`src/core/liu_cfg_pkg.sv`:
```
// constants and types for the line interface config bank
package liu_cfg_pkg;
    localparam int ADDR_W = 8;
    localparam int DATA_W = 8;
    localparam int AMP_W = 7;
    localparam int IVL_W = 2;
    localparam int POINT_W = 4;
    localparam int TMPL_AW = IVL_W + POINT_W;
    localparam int TMPL_DEPTH = 64;

    localparam logic [7:0] OFS_TX_PULSE_SCALING = 8'h07;
    localparam logic [7:0] OFS_TX_TMPL_CTRL = 8'h08;
    localparam logic [7:0] OFS_TX_TMPL_DATA = 8'h09;
    localparam logic [7:0] OFS_RX_CFG_PRI = 8'h0A;
    localparam logic [7:0] OFS_RX_CFG_SEC = 8'h0B;

    localparam logic [7:0] RST_TX_PULSE_SCALING = 8'h21;
    localparam logic [7:0] RST_TX_TMPL_CTRL = 8'h00;
    localparam logic [7:0] RST_TX_TMPL_DATA = 8'h00;
    localparam logic [7:0] RST_RX_CFG_PRI = 8'h00;
    localparam logic [7:0] RST_RX_CFG_SEC = 8'h15;

    localparam logic [7:0] MASK_PULSE_SCALING = 8'h3F;
    localparam logic [7:0] MASK_TMPL_DATA = 8'h7F;
    localparam logic [7:0] MASK_RX_CFG_PRI = 8'h1F;
    localparam logic [7:0] MASK_RX_CFG_SEC = 8'h5F;

    localparam int BIT_ACCESS_TRIGGER = 7;
    localparam int BIT_ACCESS_DIR = 6;
    localparam int POS_IVL = 4;
    localparam int POS_POINT = 0;
    localparam int BIT_RX_POWER_DOWN = 4;
    localparam int BIT_RX_POLARITY = 3;
    localparam int BIT_RX_CLK_EDGE = 2;
    localparam int POS_RX_MODE = 0;

    localparam logic [1:0] MODE_HDB3 = 2'h0;
    localparam logic [1:0] MODE_AMI = 2'h1;
    localparam logic [1:0] MODE_RETIMED = 2'h2;
    localparam logic [1:0] MODE_SLICER = 2'h3;
    localparam logic [1:0] TMPL_USER_TOP = 2'h3;

    typedef enum logic [2:0] {
        ST_IDLE = 3'b001,
        ST_EXEC = 3'b010,
        ST_FETCH = 3'b100
    } acc_state_t;
endpackage

```
`src/core/liu_cfg_bank.sv`:
```
// transmit template and receive configuration register bank
//
// Overview of operation
// - a six-bit gain field, reset to 100001, scales user pulses by 3% a step.
// - writing one to control bit 7 starts the indirect template access.
// - control bit 6 chooses the access: zero writes the RAM, one reads it.
// - control bits 5-4 pick one of four unit intervals, zero the leftmost.
// - control bits 3-0 pick one of sixteen samples, zero the leftmost.
// - an indirect write loads data bits 6-0 into the addressed RAM word.
// - an indirect read returns the addressed RAM word in data bits 6-0.
// - receive config bit 4 set powers the receiver down.
// - receive config bit 3 set makes receive data active low.
// - receive bit 2 picks the falling edge, and slicer mode ignores it.
// - receive mode 00 gives HDB3-decoded single-rail NRZ data.
// - receive mode 01 gives AMI-decoded single-rail NRZ data.
// - receive mode 10 gives retimed dual-rail NRZ on both rails.
// - receive mode 11 bypasses recovery and decoder, raw RZ on both rails.
// - the transmitter uses the RAM waveform only for template choice 11XX.
`timescale 1ns/1ns
module liu_cfg_bank #(
    parameter int TMPL_DEPTH = liu_cfg_pkg::TMPL_DEPTH
) (
    input wire logic clk_sys,
    input wire logic rst_b,
    input wire logic [7:0] reg_addr,
    input wire logic reg_wr,
    input wire logic reg_rd,
    input wire logic [7:0] reg_wdata,
    output logic [7:0] reg_rdata,
    input wire logic [3:0] tx_template_choice,
    input wire logic [5:0] tmpl_rd_addr,
    output logic [6:0] tmpl_sample,
    output logic tmpl_user_active,
    output logic [5:0] pulse_gain_step,
    output logic rx_power_down,
    output logic rx_polarity_flip,
    output logic rx_clk_falling,
    output logic [1:0] rx_decode_mode,
    output logic rx_single_rail,
    output logic rx_hdb3_decode,
    output logic rx_cdr_bypass,
    output logic [7:0] rx_config_secondary
);

    function automatic logic hit(input logic [7:0] a, input logic [7:0] ofs);
        hit = (a == ofs);
    endfunction

    // register state
    logic [7:0] scaling_q, scaling_d;
    logic [7:0] ctrl_q, ctrl_d;
    logic [7:0] data_q, data_d;
    logic [7:0] rxpri_q, rxpri_d;
    logic [7:0] rxsec_q, rxsec_d;
    logic [7:0] rdata_d;

    // indirect access engine
    liu_cfg_pkg::acc_state_t state_q, state_d;
    logic [6:0] tmpl_ram [TMPL_DEPTH];
    logic [6:0] fetch_q;
    logic [5:0] ram_addr;
    logic ram_we;
    logic start;

    // receive side and template-use output flops
    logic rx_pd_d, rx_inv_d, rx_fall_d, rx_sr_d, rx_hdb3_d, rx_byp_d;
    logic tmpl_act_d;
    logic [1:0] mode;

    assign ram_addr = {ctrl_q[liu_cfg_pkg::POS_IVL +: liu_cfg_pkg::IVL_W],
        ctrl_q[liu_cfg_pkg::POS_POINT +: liu_cfg_pkg::POINT_W]};
    // a new trigger while busy is dropped, keeping the address stable
    assign start = reg_wr && hit(reg_addr, liu_cfg_pkg::OFS_TX_TMPL_CTRL)
        && reg_wdata[liu_cfg_pkg::BIT_ACCESS_TRIGGER]
        && (state_q == liu_cfg_pkg::ST_IDLE);
    assign ram_we = (state_q == liu_cfg_pkg::ST_EXEC)
        && !ctrl_q[liu_cfg_pkg::BIT_ACCESS_DIR];
    assign mode = rxpri_q[liu_cfg_pkg::POS_RX_MODE +: 2];

    always_comb begin
        scaling_d = scaling_q;
        ctrl_d = ctrl_q;
        data_d = data_q;
        rxpri_d = rxpri_q;
        rxsec_d = rxsec_q;
        state_d = state_q;
        if (reg_wr) begin
            if (hit(reg_addr, liu_cfg_pkg::OFS_TX_PULSE_SCALING)) begin
                scaling_d = reg_wdata & liu_cfg_pkg::MASK_PULSE_SCALING;
            end
            if (hit(reg_addr, liu_cfg_pkg::OFS_TX_TMPL_DATA)) begin
                data_d = reg_wdata & liu_cfg_pkg::MASK_TMPL_DATA;
            end
            if (hit(reg_addr, liu_cfg_pkg::OFS_RX_CFG_PRI)) begin
                rxpri_d = reg_wdata & liu_cfg_pkg::MASK_RX_CFG_PRI;
            end
            if (hit(reg_addr, liu_cfg_pkg::OFS_RX_CFG_SEC)) begin
                rxsec_d = reg_wdata & liu_cfg_pkg::MASK_RX_CFG_SEC;
            end
            if (hit(reg_addr, liu_cfg_pkg::OFS_TX_TMPL_CTRL)
                && state_q == liu_cfg_pkg::ST_IDLE) begin
                ctrl_d = reg_wdata;
            end
        end
        case (state_q)
            liu_cfg_pkg::ST_IDLE: begin
                if (start) begin
                    state_d = liu_cfg_pkg::ST_EXEC;
                end
            end
            liu_cfg_pkg::ST_EXEC: begin
                if (ctrl_q[liu_cfg_pkg::BIT_ACCESS_DIR]) begin
                    state_d = liu_cfg_pkg::ST_FETCH;
                end else begin
                    state_d = liu_cfg_pkg::ST_IDLE;
                    ctrl_d[liu_cfg_pkg::BIT_ACCESS_TRIGGER] = 1'b0;
                end
            end
            liu_cfg_pkg::ST_FETCH: begin
                // engine result beats a host write to the data register
                data_d = {1'b0, fetch_q};
                state_d = liu_cfg_pkg::ST_IDLE;
                ctrl_d[liu_cfg_pkg::BIT_ACCESS_TRIGGER] = 1'b0;
            end
            default: begin
                state_d = liu_cfg_pkg::ST_IDLE;
            end
        endcase
    end

    always_comb begin
        rdata_d = reg_rdata;
        if (reg_rd) begin
            rdata_d = 8'h00;
            if (hit(reg_addr, liu_cfg_pkg::OFS_TX_PULSE_SCALING)) begin
                rdata_d = scaling_q;
            end
            if (hit(reg_addr, liu_cfg_pkg::OFS_TX_TMPL_CTRL)) begin
                rdata_d = ctrl_q;
            end
            if (hit(reg_addr, liu_cfg_pkg::OFS_TX_TMPL_DATA)) begin
                rdata_d = data_q;
            end
            if (hit(reg_addr, liu_cfg_pkg::OFS_RX_CFG_PRI)) begin
                rdata_d = rxpri_q;
            end
            if (hit(reg_addr, liu_cfg_pkg::OFS_RX_CFG_SEC)) begin
                rdata_d = rxsec_q;
            end
        end
    end

    always_comb begin
        rx_pd_d = rxpri_q[liu_cfg_pkg::BIT_RX_POWER_DOWN];
        rx_inv_d = rxpri_q[liu_cfg_pkg::BIT_RX_POLARITY];
        // slicer output is unretimed, so no edge choice applies
        rx_fall_d = rxpri_q[liu_cfg_pkg::BIT_RX_CLK_EDGE]
            && (mode != liu_cfg_pkg::MODE_SLICER);
        rx_sr_d = (mode == liu_cfg_pkg::MODE_HDB3)
            || (mode == liu_cfg_pkg::MODE_AMI);
        rx_hdb3_d = (mode == liu_cfg_pkg::MODE_HDB3);
        rx_byp_d = (mode == liu_cfg_pkg::MODE_SLICER);
        tmpl_act_d = (tx_template_choice[3:2]
            == liu_cfg_pkg::TMPL_USER_TOP);
    end

    always_ff @(posedge clk_sys or negedge rst_b) begin
        if (!rst_b) begin
            scaling_q <= liu_cfg_pkg::RST_TX_PULSE_SCALING;
            ctrl_q <= liu_cfg_pkg::RST_TX_TMPL_CTRL;
            data_q <= liu_cfg_pkg::RST_TX_TMPL_DATA;
            rxpri_q <= liu_cfg_pkg::RST_RX_CFG_PRI;
            rxsec_q <= liu_cfg_pkg::RST_RX_CFG_SEC;
            state_q <= liu_cfg_pkg::ST_IDLE;
            reg_rdata <= 8'h00;
        end else begin
            scaling_q <= scaling_d;
            ctrl_q <= ctrl_d;
            data_q <= data_d;
            rxpri_q <= rxpri_d;
            rxsec_q <= rxsec_d;
            state_q <= state_d;
            reg_rdata <= rdata_d;
        end
    end

    always_ff @(posedge clk_sys or negedge rst_b) begin
        if (!rst_b) begin
            rx_power_down <= 1'b0;
            rx_polarity_flip <= 1'b0;
            rx_clk_falling <= 1'b0;
            rx_decode_mode <= liu_cfg_pkg::MODE_HDB3;
            rx_single_rail <= 1'b1;
            rx_hdb3_decode <= 1'b1;
            rx_cdr_bypass <= 1'b0;
            rx_config_secondary <= liu_cfg_pkg::RST_RX_CFG_SEC;
            tmpl_user_active <= 1'b0;
            pulse_gain_step <= liu_cfg_pkg::RST_TX_PULSE_SCALING[5:0];
        end else begin
            rx_power_down <= rx_pd_d;
            rx_polarity_flip <= rx_inv_d;
            rx_clk_falling <= rx_fall_d;
            rx_decode_mode <= mode;
            rx_single_rail <= rx_sr_d;
            rx_hdb3_decode <= rx_hdb3_d;
            rx_cdr_bypass <= rx_byp_d;
            rx_config_secondary <= rxsec_q;
            tmpl_user_active <= tmpl_act_d;
            pulse_gain_step <= scaling_q[5:0];
        end
    end

    // template RAM has no reset; contents are undefined until loaded
    always_ff @(posedge clk_sys) begin
        if (ram_we) begin
            tmpl_ram[ram_addr] <= data_q[6:0];
        end
        fetch_q <= tmpl_ram[ram_addr];
        tmpl_sample <= tmpl_ram[tmpl_rd_addr];
    end

    // checks
    logic [6:0] word_at_addr;
    assign word_at_addr = tmpl_ram[ram_addr];

    chk_gain_write: assert property (
        @(posedge clk_sys) disable iff (!rst_b)
        reg_wr && hit(reg_addr, liu_cfg_pkg::OFS_TX_PULSE_SCALING)
        |-> ##2 pulse_gain_step == $past(reg_wdata[5:0], 2))
        else $error("gain step does not follow write");

    chk_trigger_start: assert property (
        @(posedge clk_sys) disable iff (!rst_b)
        start |=> state_q == liu_cfg_pkg::ST_EXEC
            && ctrl_q[liu_cfg_pkg::BIT_ACCESS_TRIGGER])
        else $error("trigger did not start access");

    chk_dir_select: assert property (
        @(posedge clk_sys) disable iff (!rst_b)
        state_q == liu_cfg_pkg::ST_EXEC
        |=> (state_q == liu_cfg_pkg::ST_FETCH)
            == $past(ctrl_q[liu_cfg_pkg::BIT_ACCESS_DIR]))
        else $error("access direction wrong");

    chk_ram_write: assert property (
        @(posedge clk_sys) disable iff (!rst_b)
        ram_we |=> word_at_addr == $past(data_q[6:0]))
        else $error("template word not written");

    chk_read_back: assert property (
        @(posedge clk_sys) disable iff (!rst_b)
        state_q == liu_cfg_pkg::ST_EXEC
            && ctrl_q[liu_cfg_pkg::BIT_ACCESS_DIR]
        |-> ##2 data_q[6:0] == $past(word_at_addr, 2))
        else $error("read data not returned");

    chk_trigger_clear: assert property (
        @(posedge clk_sys) disable iff (!rst_b)
        start |-> ##[2:3] !ctrl_q[liu_cfg_pkg::BIT_ACCESS_TRIGGER])
        else $error("trigger bit did not clear");

    chk_rx_power: assert property (
        @(posedge clk_sys) disable iff (!rst_b)
        ##1 rx_power_down == $past(rxpri_q[liu_cfg_pkg::BIT_RX_POWER_DOWN]))
        else $error("power down mismatch");

    chk_rx_polarity: assert property (
        @(posedge clk_sys) disable iff (!rst_b)
        ##1 rx_polarity_flip == $past(rxpri_q[liu_cfg_pkg::BIT_RX_POLARITY]))
        else $error("polarity mismatch");

    chk_edge_ignored: assert property (
        @(posedge clk_sys) disable iff (!rst_b)
        mode == liu_cfg_pkg::MODE_SLICER |=> !rx_clk_falling)
        else $error("edge select used in slicer mode");

    chk_mode_rails: assert property (
        @(posedge clk_sys) disable iff (!rst_b)
        ##1 rx_single_rail == !$past(mode[1])
            && rx_cdr_bypass == ($past(mode) == liu_cfg_pkg::MODE_SLICER))
        else $error("decode mode outputs wrong");

    chk_template_use: assert property (
        @(posedge clk_sys) disable iff (!rst_b)
        ##1 tmpl_user_active == (&$past(tx_template_choice[3:2])))
        else $error("template use mismatch");

    // index rebuilt from the control fields, so a swapped order shows
    chk_ram_index: assert property (
        @(posedge clk_sys) disable iff (!rst_b)
        ram_we |=> tmpl_ram[{$past(ctrl_q[liu_cfg_pkg::POS_IVL +: 2]),
            $past(ctrl_q[liu_cfg_pkg::POS_POINT +: 4])}]
            == $past(data_q[6:0]))
        else $error("template word landed at wrong index");

    chk_data_write: assert property (
        @(posedge clk_sys) disable iff (!rst_b)
        reg_wr && hit(reg_addr, liu_cfg_pkg::OFS_TX_TMPL_DATA)
            && state_q != liu_cfg_pkg::ST_FETCH
        |=> data_q == $past(reg_wdata & liu_cfg_pkg::MASK_TMPL_DATA))
        else $error("template data write lost");

    chk_busy_ignore: assert property (
        @(posedge clk_sys) disable iff (!rst_b)
        reg_wr && hit(reg_addr, liu_cfg_pkg::OFS_TX_TMPL_CTRL)
            && state_q != liu_cfg_pkg::ST_IDLE
        |=> $stable(ctrl_q[6:0]) && state_q != liu_cfg_pkg::ST_EXEC)
        else $error("busy write disturbed the access");

    chk_write_clear: assert property (
        @(posedge clk_sys) disable iff (!rst_b)
        state_q == liu_cfg_pkg::ST_EXEC
            && !ctrl_q[liu_cfg_pkg::BIT_ACCESS_DIR]
        |=> state_q == liu_cfg_pkg::ST_IDLE
            && !ctrl_q[liu_cfg_pkg::BIT_ACCESS_TRIGGER])
        else $error("write access did not finish");

    chk_fetch_clear: assert property (
        @(posedge clk_sys) disable iff (!rst_b)
        state_q == liu_cfg_pkg::ST_FETCH
        |=> state_q == liu_cfg_pkg::ST_IDLE
            && !ctrl_q[liu_cfg_pkg::BIT_ACCESS_TRIGGER]
            && data_q == {1'b0, $past(fetch_q)})
        else $error("read access did not finish");

    chk_gain_hold: assert property (
        @(posedge clk_sys) disable iff (!rst_b)
        !(reg_wr && hit(reg_addr, liu_cfg_pkg::OFS_TX_PULSE_SCALING))
        |=> $stable(scaling_q))
        else $error("gain field changed without a write");

    chk_edge_follow: assert property (
        @(posedge clk_sys) disable iff (!rst_b)
        mode != liu_cfg_pkg::MODE_SLICER
        |=> rx_clk_falling == $past(rxpri_q[liu_cfg_pkg::BIT_RX_CLK_EDGE]))
        else $error("edge select not followed");

    chk_hdb3_select: assert property (
        @(posedge clk_sys) disable iff (!rst_b)
        ##1 rx_hdb3_decode == ($past(mode) == liu_cfg_pkg::MODE_HDB3)
            && rx_decode_mode == $past(mode))
        else $error("decoder select wrong");

    chk_rx_readback: assert property (
        @(posedge clk_sys) disable iff (!rst_b)
        reg_rd && hit(reg_addr, liu_cfg_pkg::OFS_RX_CFG_PRI)
        |=> reg_rdata == $past(rxpri_q))
        else $error("receive config read wrong");

endmodule

```
`config.mk`:
```
export PLATFORM = sky130hd
export DESIGN_NAME = liu_cfg_bank
export DESIGN_NICKNAME = d
export VERILOG_FILES = /design/src/core/liu_cfg_pkg.sv /design/src/core/liu_cfg_bank.sv
export SDC_FILE = /design/constraint.sdc
export NUM_CORES = 1
export LEC_CHECK = 0
export BUFFER_PORTS_ARGS = -buffer_cell sky130_fd_sc_hd__buf_2
export CORE_AREA = 4 4 236 238
export CTS_CLUSTER_DIAMETER = 50
export DETAILED_ROUTE_END_ITERATION = 8
export DIE_AREA = 0 0 240 242
export GPL_TIMING_DRIVEN = 0
export SLEW_MARGIN = 0
export SYNTH_ARGS = -nofsm -noshare
export SYNTH_HDL_FRONTEND = slang
export SYNTH_SLANG_ARGS = --single-unit
```
`constraint.sdc`:
```
create_clock -name clk_sys -period 5.64 [get_ports clk_sys]
set_input_delay 0.282 -clock clk_sys [delete_from_list [all_inputs] [get_ports clk_sys]]
set_output_delay 0.282 -clock clk_sys [all_outputs]
set_load 0.05 [all_outputs]
```
==> flow_summary.json, run 1 <==
{
  "power_density_mw_per_mm2": 322.0,
  "overflow": 0,
  "drc": 0,
  "synth-async-reset-ratio_pct": 12.17,
  "setup-tns-final_ns": 0,
  "r2r_cells": 5,
  "gp_congestion": 1.021,
  "initial_core_util_pct": 44.74,
  "grt_pass1_vias": 15790,
  "cp.buffers_inverters": 2,
  "synth-main-ff-cell": "edfxtp_1",
  "fin_nets": 1601,
  "pwr-share-clk_pct": 42.1,
  "reg2reg_from": "ctrl_q[0]$_DFFE_PN0P_",
  "ir_worst_vdd_v": 0.0002635,
  "place.port_buffers": 58,
  "area_delta_synth_final_pct": 13.63,
  "p_comb_share_pct": 9.0,
  "rows": 85,
  "register_area_mm2": 0.01536,
  "leakage_nw": 9.023,
  "synth_area_per_cell_um2": 16.74,
  "cellInternalPower_mw": 6.618,
  "report.final.slew_viol_count": 0,
  "fill_cells": 4473,
  "grt_pass1_wl_mm": 125.4,
  "rsz0062_at_grt": "no",
  "cpMostUsedCell": "nor2_1",
  "p_seq_share_pct": 48.9,
  "max_stage_delay_ns": 1.03,
  "coreArea_mm2": 0.05360,
  "yosysWarnings": 0,
  "clock.fmax_mhz": 193.4,
  "multi_input_area_mm2": 0.008089,
  "synth-edff-count": 448,
  "io_pins": 68,
  "dp_hpwl_mm": 63.42,
  "final_core_util_pct": 50.84,
  "rr_endpoint": "tmpl_ram[36][0]$_DFFE_PP_",
  "crit_type": "flip-flop to flip-flop",
  "power.switching_mw": 2.157,
  "setup_violations": 0,
  "grtUsageTotal_pct": 31.10,
  "cts_buffer_depth": 3,
  "cp_cell_sequence": "buf_4, nor2_1, clkbuf_1, nand2_1, nor2_1",
  "dr.pass1.iters": 8,
  "tritoncts": "yes",
  "slew_headroom_pct": 6.585,
  "wire_per_inst_um": 39.47,
  "synth_cells": 1433,
  "grt_antenna_before_repair": 6,
  "min_path_type": "primary input to flip-flop",
  "p_sw_share_pct": 24.58,
  "p_total_mw": 8.775,
  "synth_area_mm2": 0.02398,
  "num_vias": 16160,
  "path_max_fanout": 10,
  "cp-endpoint": "tmpl_ram[36][0]$_DFFE_PP_",
  "path_depth": 5,
  "maxCapViolCount": 0,
  "skew_ns": 0.01509,
  "clockRootBuffer": "clkbuf_16",
  "die_area_mm2": 0.05808,
  "cp-startpoint": "ctrl_q[0]$_DFFE_PN0P_",
  "detail-route-antenna-nets": 0,
  "viasPerCell": 6.977,
  "htreeDepth": 2,
  "fin_crit_ns": 5.170,
  "status": "finished clean",
  "dieHeight_um": 242,
  "hold_ws_ns": 0.09463,
  "wl_mm": 91.41,
  "numCtsBuffers": 58,
  "grt_max_degree": 65,
  "critPathCaptureType": "flip-flop",
  "finalHoldViolCount": 0,
  "regToRegSetupSlack_ns": 0.47,
  "synth-seq-area-share_pct": 64.01,
  "path_clk_slew_ns": 0.06,
  "synth_cell_types": 58,
  "path_delay_family": "simple AND/OR/NAND/NOR gates",
  "yosys_register_bits": 526,
  "worstMarginPinSlew_ns": 1.398,
  "cp-start-kind": "flip-flop",
  "drive_gt1_share_pct": 29.60,
  "critPathRequiredTime_ns": 5.88,
  "fin_crit_sh_pct": 91.68,
  "cpMaxStageDelayCell": "clkbuf_1",
  "cts.sink_count": 526,
  "clock_latency_ns": 0.63,
  "crit_arrival_ns": 5.41,
  "die_x_um": 240,
  "drt-initial-drc-count": 2309
}
final cells by class:
cell class | count | area share (%)
flip-flops and latches | 526 | 56.36
multi-input cells | 791 | 29.68
clock buffers | 85 | 6.070
well taps | 696 | 3.196
repair buffers | 77 | 2.029
plain buffers | 111 | 1.919
clock inverters | 22 | 0.6382
inverters | 6 | 0.08264
diodes | 2 | 0.01837
flip-flops by register name (all words and copies together) (netlist names), 5 cells and up:
name	count
ctrl_q	8
data_q	7
fetch_q	7
pulse_gain_step	6
reg_rdata	8
rx_config_secondary	6
rxpri_q	5
rxsec_q	6
scaling_q	6
tmpl_ram	448
tmpl_sample	7
through the flow:
step                area, um2  worst slack [ns]  instances
floorplan               23990             3.177       1434
global placement        25150            0.9060       2188
detailed placement      25300            0.8926       2195
CTS                     27230            0.8894       2313
global route            27250            0.8300       2314
finish                  27250            0.4695       2316
worst min-delay path by stage:
| stage | start | endpoint | slack [ns] | depth (start not counted) |
|---|---|---|---|---|
| after global placement | scaling_q[0]$_DFFE_PN1P_ | pulse_gain_step[0]$_DFF_PN1_ | 0.36 | 0 |
| after detailed placement | rxsec_q[0]$_DFFE_PN1P_ | rx_config_secondary[0]$_DFF_PN1_ | 0.36 | 0 |
| after CTS | rst_b | state_q[1]$_DFFE_PN0P_ | 0.03 | 1 |
| after floorplan | rst_b | ctrl_q[0]$_DFFE_PN0P_ | -0.01 | 0 |
| after global routing | reg_addr[0] | state_q[1]$_DFFE_PN0P_ | 0.12 | 4 |
| final | reg_addr[0] | state_q[1]$_DFFE_PN0P_ | 0.09 | 4 |
synth_stat cells, types with 5 or more instances:
master    count  area (um2)
a32oi_1       5       43.79
nand4_1       9       56.30
mux2_2       79       889.6
dfstp_2      13       341.6
mux2i_1      57       570.6
o22ai_1      32       200.2
o21ai_0      30       150.1
nand2_1      56       210.2
nand3_1      17       85.08
o211ai_1      9       67.56
inv_1         5       18.77
edfxtp_1    448       13450
dfrtp_1      51        1276
dfxtp_1      14       280.3
nor3_1       13       65.06
nand2b_1      9       56.30
nor2_1      100       375.4
a211oi_1      6       45.04
o221ai_1     10       87.58
nor3b_1       5       37.54
buf_4        12       90.09
buf_2        43       215.2
mux4_2      164        3694
a221oi_1     53       464.2
a21oi_1      29       145.1
and2_1        6       37.54
clkbuf_1     51       191.4
nor2b_1      14       87.58
a22oi_1      34       255.2
logic make-up after synthesis:
family                 after synthesis  synth area share, %
multiplexers                       300                21.49
other                                1              0.01564
AO/OA/AOI/OAI                      236                7.111
buffers and inverters              117                2.275
AND/OR/NAND/NOR                    253                5.097
flip-flops                         526                64.01
worst reg2reg max path, stage by stage, from the launching register on:
cell,delay [ns]
dfrtp_1,0.56
buf_4,0.30
nor2_1,0.99
clkbuf_1,1.04
nand2_1,0.90
nor2_1,1.01
per-layer routing:
layer	vias up	part of all wire [%]	track usage, %
li1	6239	-	-
met1	8358	38	42.12
met2	1265	44	45.92
met3	292	13	10.02
met4	4	5.9	14.46
met5	-	0.026	0
cells in the final DEF, fill, tap and decap left out, types with 34 or more instances in the layout:
cell,instances
a221oi_1,53
mux2_2,79
nand2_1,56
mux2i_1,57
nor2_1,100
buf_2,100
a22oi_1,34
clkbuf_16,59
edfxtp_1,448
clkbuf_1,69
mux4_2,164
dfrtp_1,44
power groups by stage:
stage / clock network, mW / logic, mW / registers, mW
6_report: 3.69 / 0.789 / 4.29
3_5_place_dp: 0 / 0.756 / 4.37
4_1_cts: 3.70 / 0.764 / 4.29
3_3_place_gp: 0 / 0.714 / 4.40
5_1_grt: 3.88 / 0.797 / 4.30
2_1_floorplan: 0 / 0.358 / 4.43
timing repair:
item                      CTS  global route
hold buffers               11             1
hold endpoints to repair   28            51
gates resized for setup     0             0
buffers inserted            0             0
No activity file was read; power rests on OpenSTA's default activity.
==> run 2, diff against run 1 <==
--- a/config.mk
+++ b/config.mk
@@ -6,11 +6,14 @@
 export NUM_CORES = 1
 export LEC_CHECK = 0
 export BUFFER_PORTS_ARGS = -buffer_cell sky130_fd_sc_hd__buf_2
+export CELL_PAD_IN_SITES_DETAIL_PLACEMENT = 0
+export CELL_PAD_IN_SITES_GLOBAL_PLACEMENT = 1
 export CORE_AREA = 4 4 236 238
 export CTS_CLUSTER_DIAMETER = 50
 export DETAILED_ROUTE_END_ITERATION = 8
 export DIE_AREA = 0 0 240 242
 export GPL_TIMING_DRIVEN = 0
+export PLACE_DENSITY_LB_ADDON = 0.1
 export SLEW_MARGIN = 0
 export SYNTH_ARGS = -nofsm -noshare
 export SYNTH_HDL_FRONTEND = slang
==> run 2 against run 1 <==
  * Final cell count increased by 0.30%
  * Register-to-register slack better by 0.20 ns
  * Setup slack gained 0.20 ns
  * First-iteration DRC count rose by 15%
  * Power grew 7.2%
  * Die area unchanged
  * Hold slack got worse by 0.073 ns
  * Sequential share of layout area decreased by 0.69 points
  * Count of clock-buffer cells in the layout rose by 4
  * Critical path type unchanged
==> flow_summary.json, run 2 (synthesis gave the netlist of run 1 again) <==
{
  "setup_ws_ns": 0.6729,
  "overflow": 0,
  "crit_type": "flip-flop to flip-flop",
  "cts_buffer_depth": 3,
  "dp_hpwl_mm": 64.08,
  "cp-start-kind": "flip-flop",
  "place_worst_setup_slack_ns": 1.036,
  "clockRootBuffer": "clkbuf_16",
  "htreeDepth": 3,
  "dr.pass1.iters": 6,
  "area_delta_synth_final_pct": 15.04,
  "drc": 0,
  "path_max_fanout": 10,
  "ir_worst_vdd_v": 0.0002241,
  "leakage_nw": 9.199,
  "place.port_buffers": 58,
  "regToRegSetupSlack_ns": 0.67,
  "final_core_util_pct": 51.47,
  "clock.fmax_mhz": 201.3,
  "io_pins": 68,
  "setup_violations": 0,
  "grt_antenna_before_repair": 4,
  "min_path_type": "primary input to flip-flop",
  "p_total_mw": 9.407,
  "critPathRequiredTime_ns": 5.87,
  "fin_crit_sh_pct": 88.07,
  "numCtsBuffers": 67,
  "finalHoldViolCount": 0,
  "tritoncts": "yes",
  "maxCapViolCount": 0,
  "path_clk_slew_ns": 0.06,
  "fill_cells": 4462,
  "grt_max_degree": 65,
  "dieHeight_um": 242,
  "rows": 85,
  "drt-initial-drc-count": 2655,
  "die_x_um": 240,
  "wire_per_inst_um": 40.63,
  "grtUsageTotal_pct": 32.27,
  "placed_cells": 2195,
  "cts_setup_buffers": 0,
  "detail-route-antenna-nets": 0,
  "gp_congestion": 1.007,
  "cts.sink_count": 526,
  "largest_registers": "tmpl_ram x448, ctrl_q x8, reg_rdata x8",
  "grt_pass1_vias": 15750,
  "coreArea_mm2": 0.05360,
  "slew_headroom_pct": 7.953,
  "grt_pass1_wl_mm": 128.5,
  "power_density_mw_per_mm2": 341.0,
  "num_vias": 16190,
  "skew_ns": 0.01975,
  "crit_arrival_ns": 5.19,
  "layout.cells.non_filler": 2323,
  "clock_latency_ns": 0.61,
  "worstMarginPinSlew_ns": 1.381,
  "fin_crit_ns": 4.967,
  "die_area_mm2": 0.05808,
  "viasPerCell": 6.969,
  "critPathCaptureType": "flip-flop",
  "largest_register_ffs": 448,
  "wl_mm": 94.37,
  "fin_nets": 1605,
  "mostFrequentLayoutCells": "edfxtp_1, mux4_2, buf_2, nor2_1, mux2_2",
  "drive_gt1_share_pct": 30.32,
  "rsz0062_at_grt": "no",
  "initial_core_util_pct": 44.74,
  "final_common_cell": "edfxtp_1",
  "status": "finished clean",
  "regMostFlops": "tmpl_ram",
  "report.final.slew_viol_count": 0,
  "setup-tns-final_ns": 0
}
run 2: cell types whose count changed in the layout (fill, tap and decap cells not counted), sizes merged:
cell,delta
clkbuf,+4
diode,-1
bufinv,+3
clkinv,+6
clkinvlp,-3
dlygate4sd3,-5
inv,+3
run 2: final timing paths:
check | from | end | cells past startpoint
worst max-delay path | ctrl_q[0]$_DFFE_PN0P_ | tmpl_ram[36][2]$_DFFE_PP_ | 5
worst min-delay path | reg_wdata[0] | rxpri_q[0]$_DFFE_PN0P_ | 2
worst max register to register | ctrl_q[0]$_DFFE_PN0P_ | tmpl_ram[36][2]$_DFFE_PP_ | 5
worst min register to register | rxsec_q[0]$_DFFE_PN1P_ | rx_config_secondary[0]$_DFF_PN1_ | 0
max in group asynchronous | rst_b | data_q[4]$_DFFE_PN0P_ | 2
min in group asynchronous | rst_b | state_q[1]$_DFFE_PN0P_ | 2
run 2: routing by layer:
layer | global-route usage [%] | share of wire (%)
met5 | 0 | 0.012
met4 | 15.50 | 6.4
met3 | 10.14 | 12
met2 | 46.92 | 43
met1 | 44.34 | 38
run 2: metrics by stage:
stage | instance area, um2 | hold slack (ns)
finish | 27590 | 0.02125
detailed placement | 25300 | 0.3643
global placement | 25150 | 0.3631
CTS | 27590 | 0.002189
global route | 27590 | 0.002017
floorplan | 23990 | -0.01359
run 2: layout make-up:
| class | instances | area, um2 | area share [%] |
|---|---|---|---|
| Antenna cell | 1 | 2.502 | 0.009071 |
| Clock inverter | 31 | 322.8 | 1.170 |
| Inverter | 6 | 22.52 | 0.08164 |
| Multi-Input combinational cell | 791 | 8089 | 29.32 |
| Timing Repair Buffer | 72 | 503.0 | 1.823 |
| Clock buffer | 89 | 1894 | 6.867 |
| Sequential cell | 526 | 15360 | 55.68 |
| Buffer | 111 | 523.0 | 1.896 |
| Tap cell | 696 | 870.8 | 3.157 |
run 2: timing repair:
item | CTS | global route
hold buffers | 7 | 0
resized for setup | 0 | 0
setup endpoints to repair | 0 | 0
endpoints found under the hold margin | 61 | 0
run 2: report_power, final:
group          total [mW]  internal, mW  switching (mW)
combinational       0.796         0.245           0.552
clock                4.32          2.61            1.71
sequential           4.29          4.25          0.0385
run 2: worst max-delay path: stages (launching register included):
cell and delay [ns]:
dfrtp_1 0.58, buf_4 0.31, nor2_1 0.86, clkbuf_1 0.98, nand2_1 0.86, nor2_1 0.99
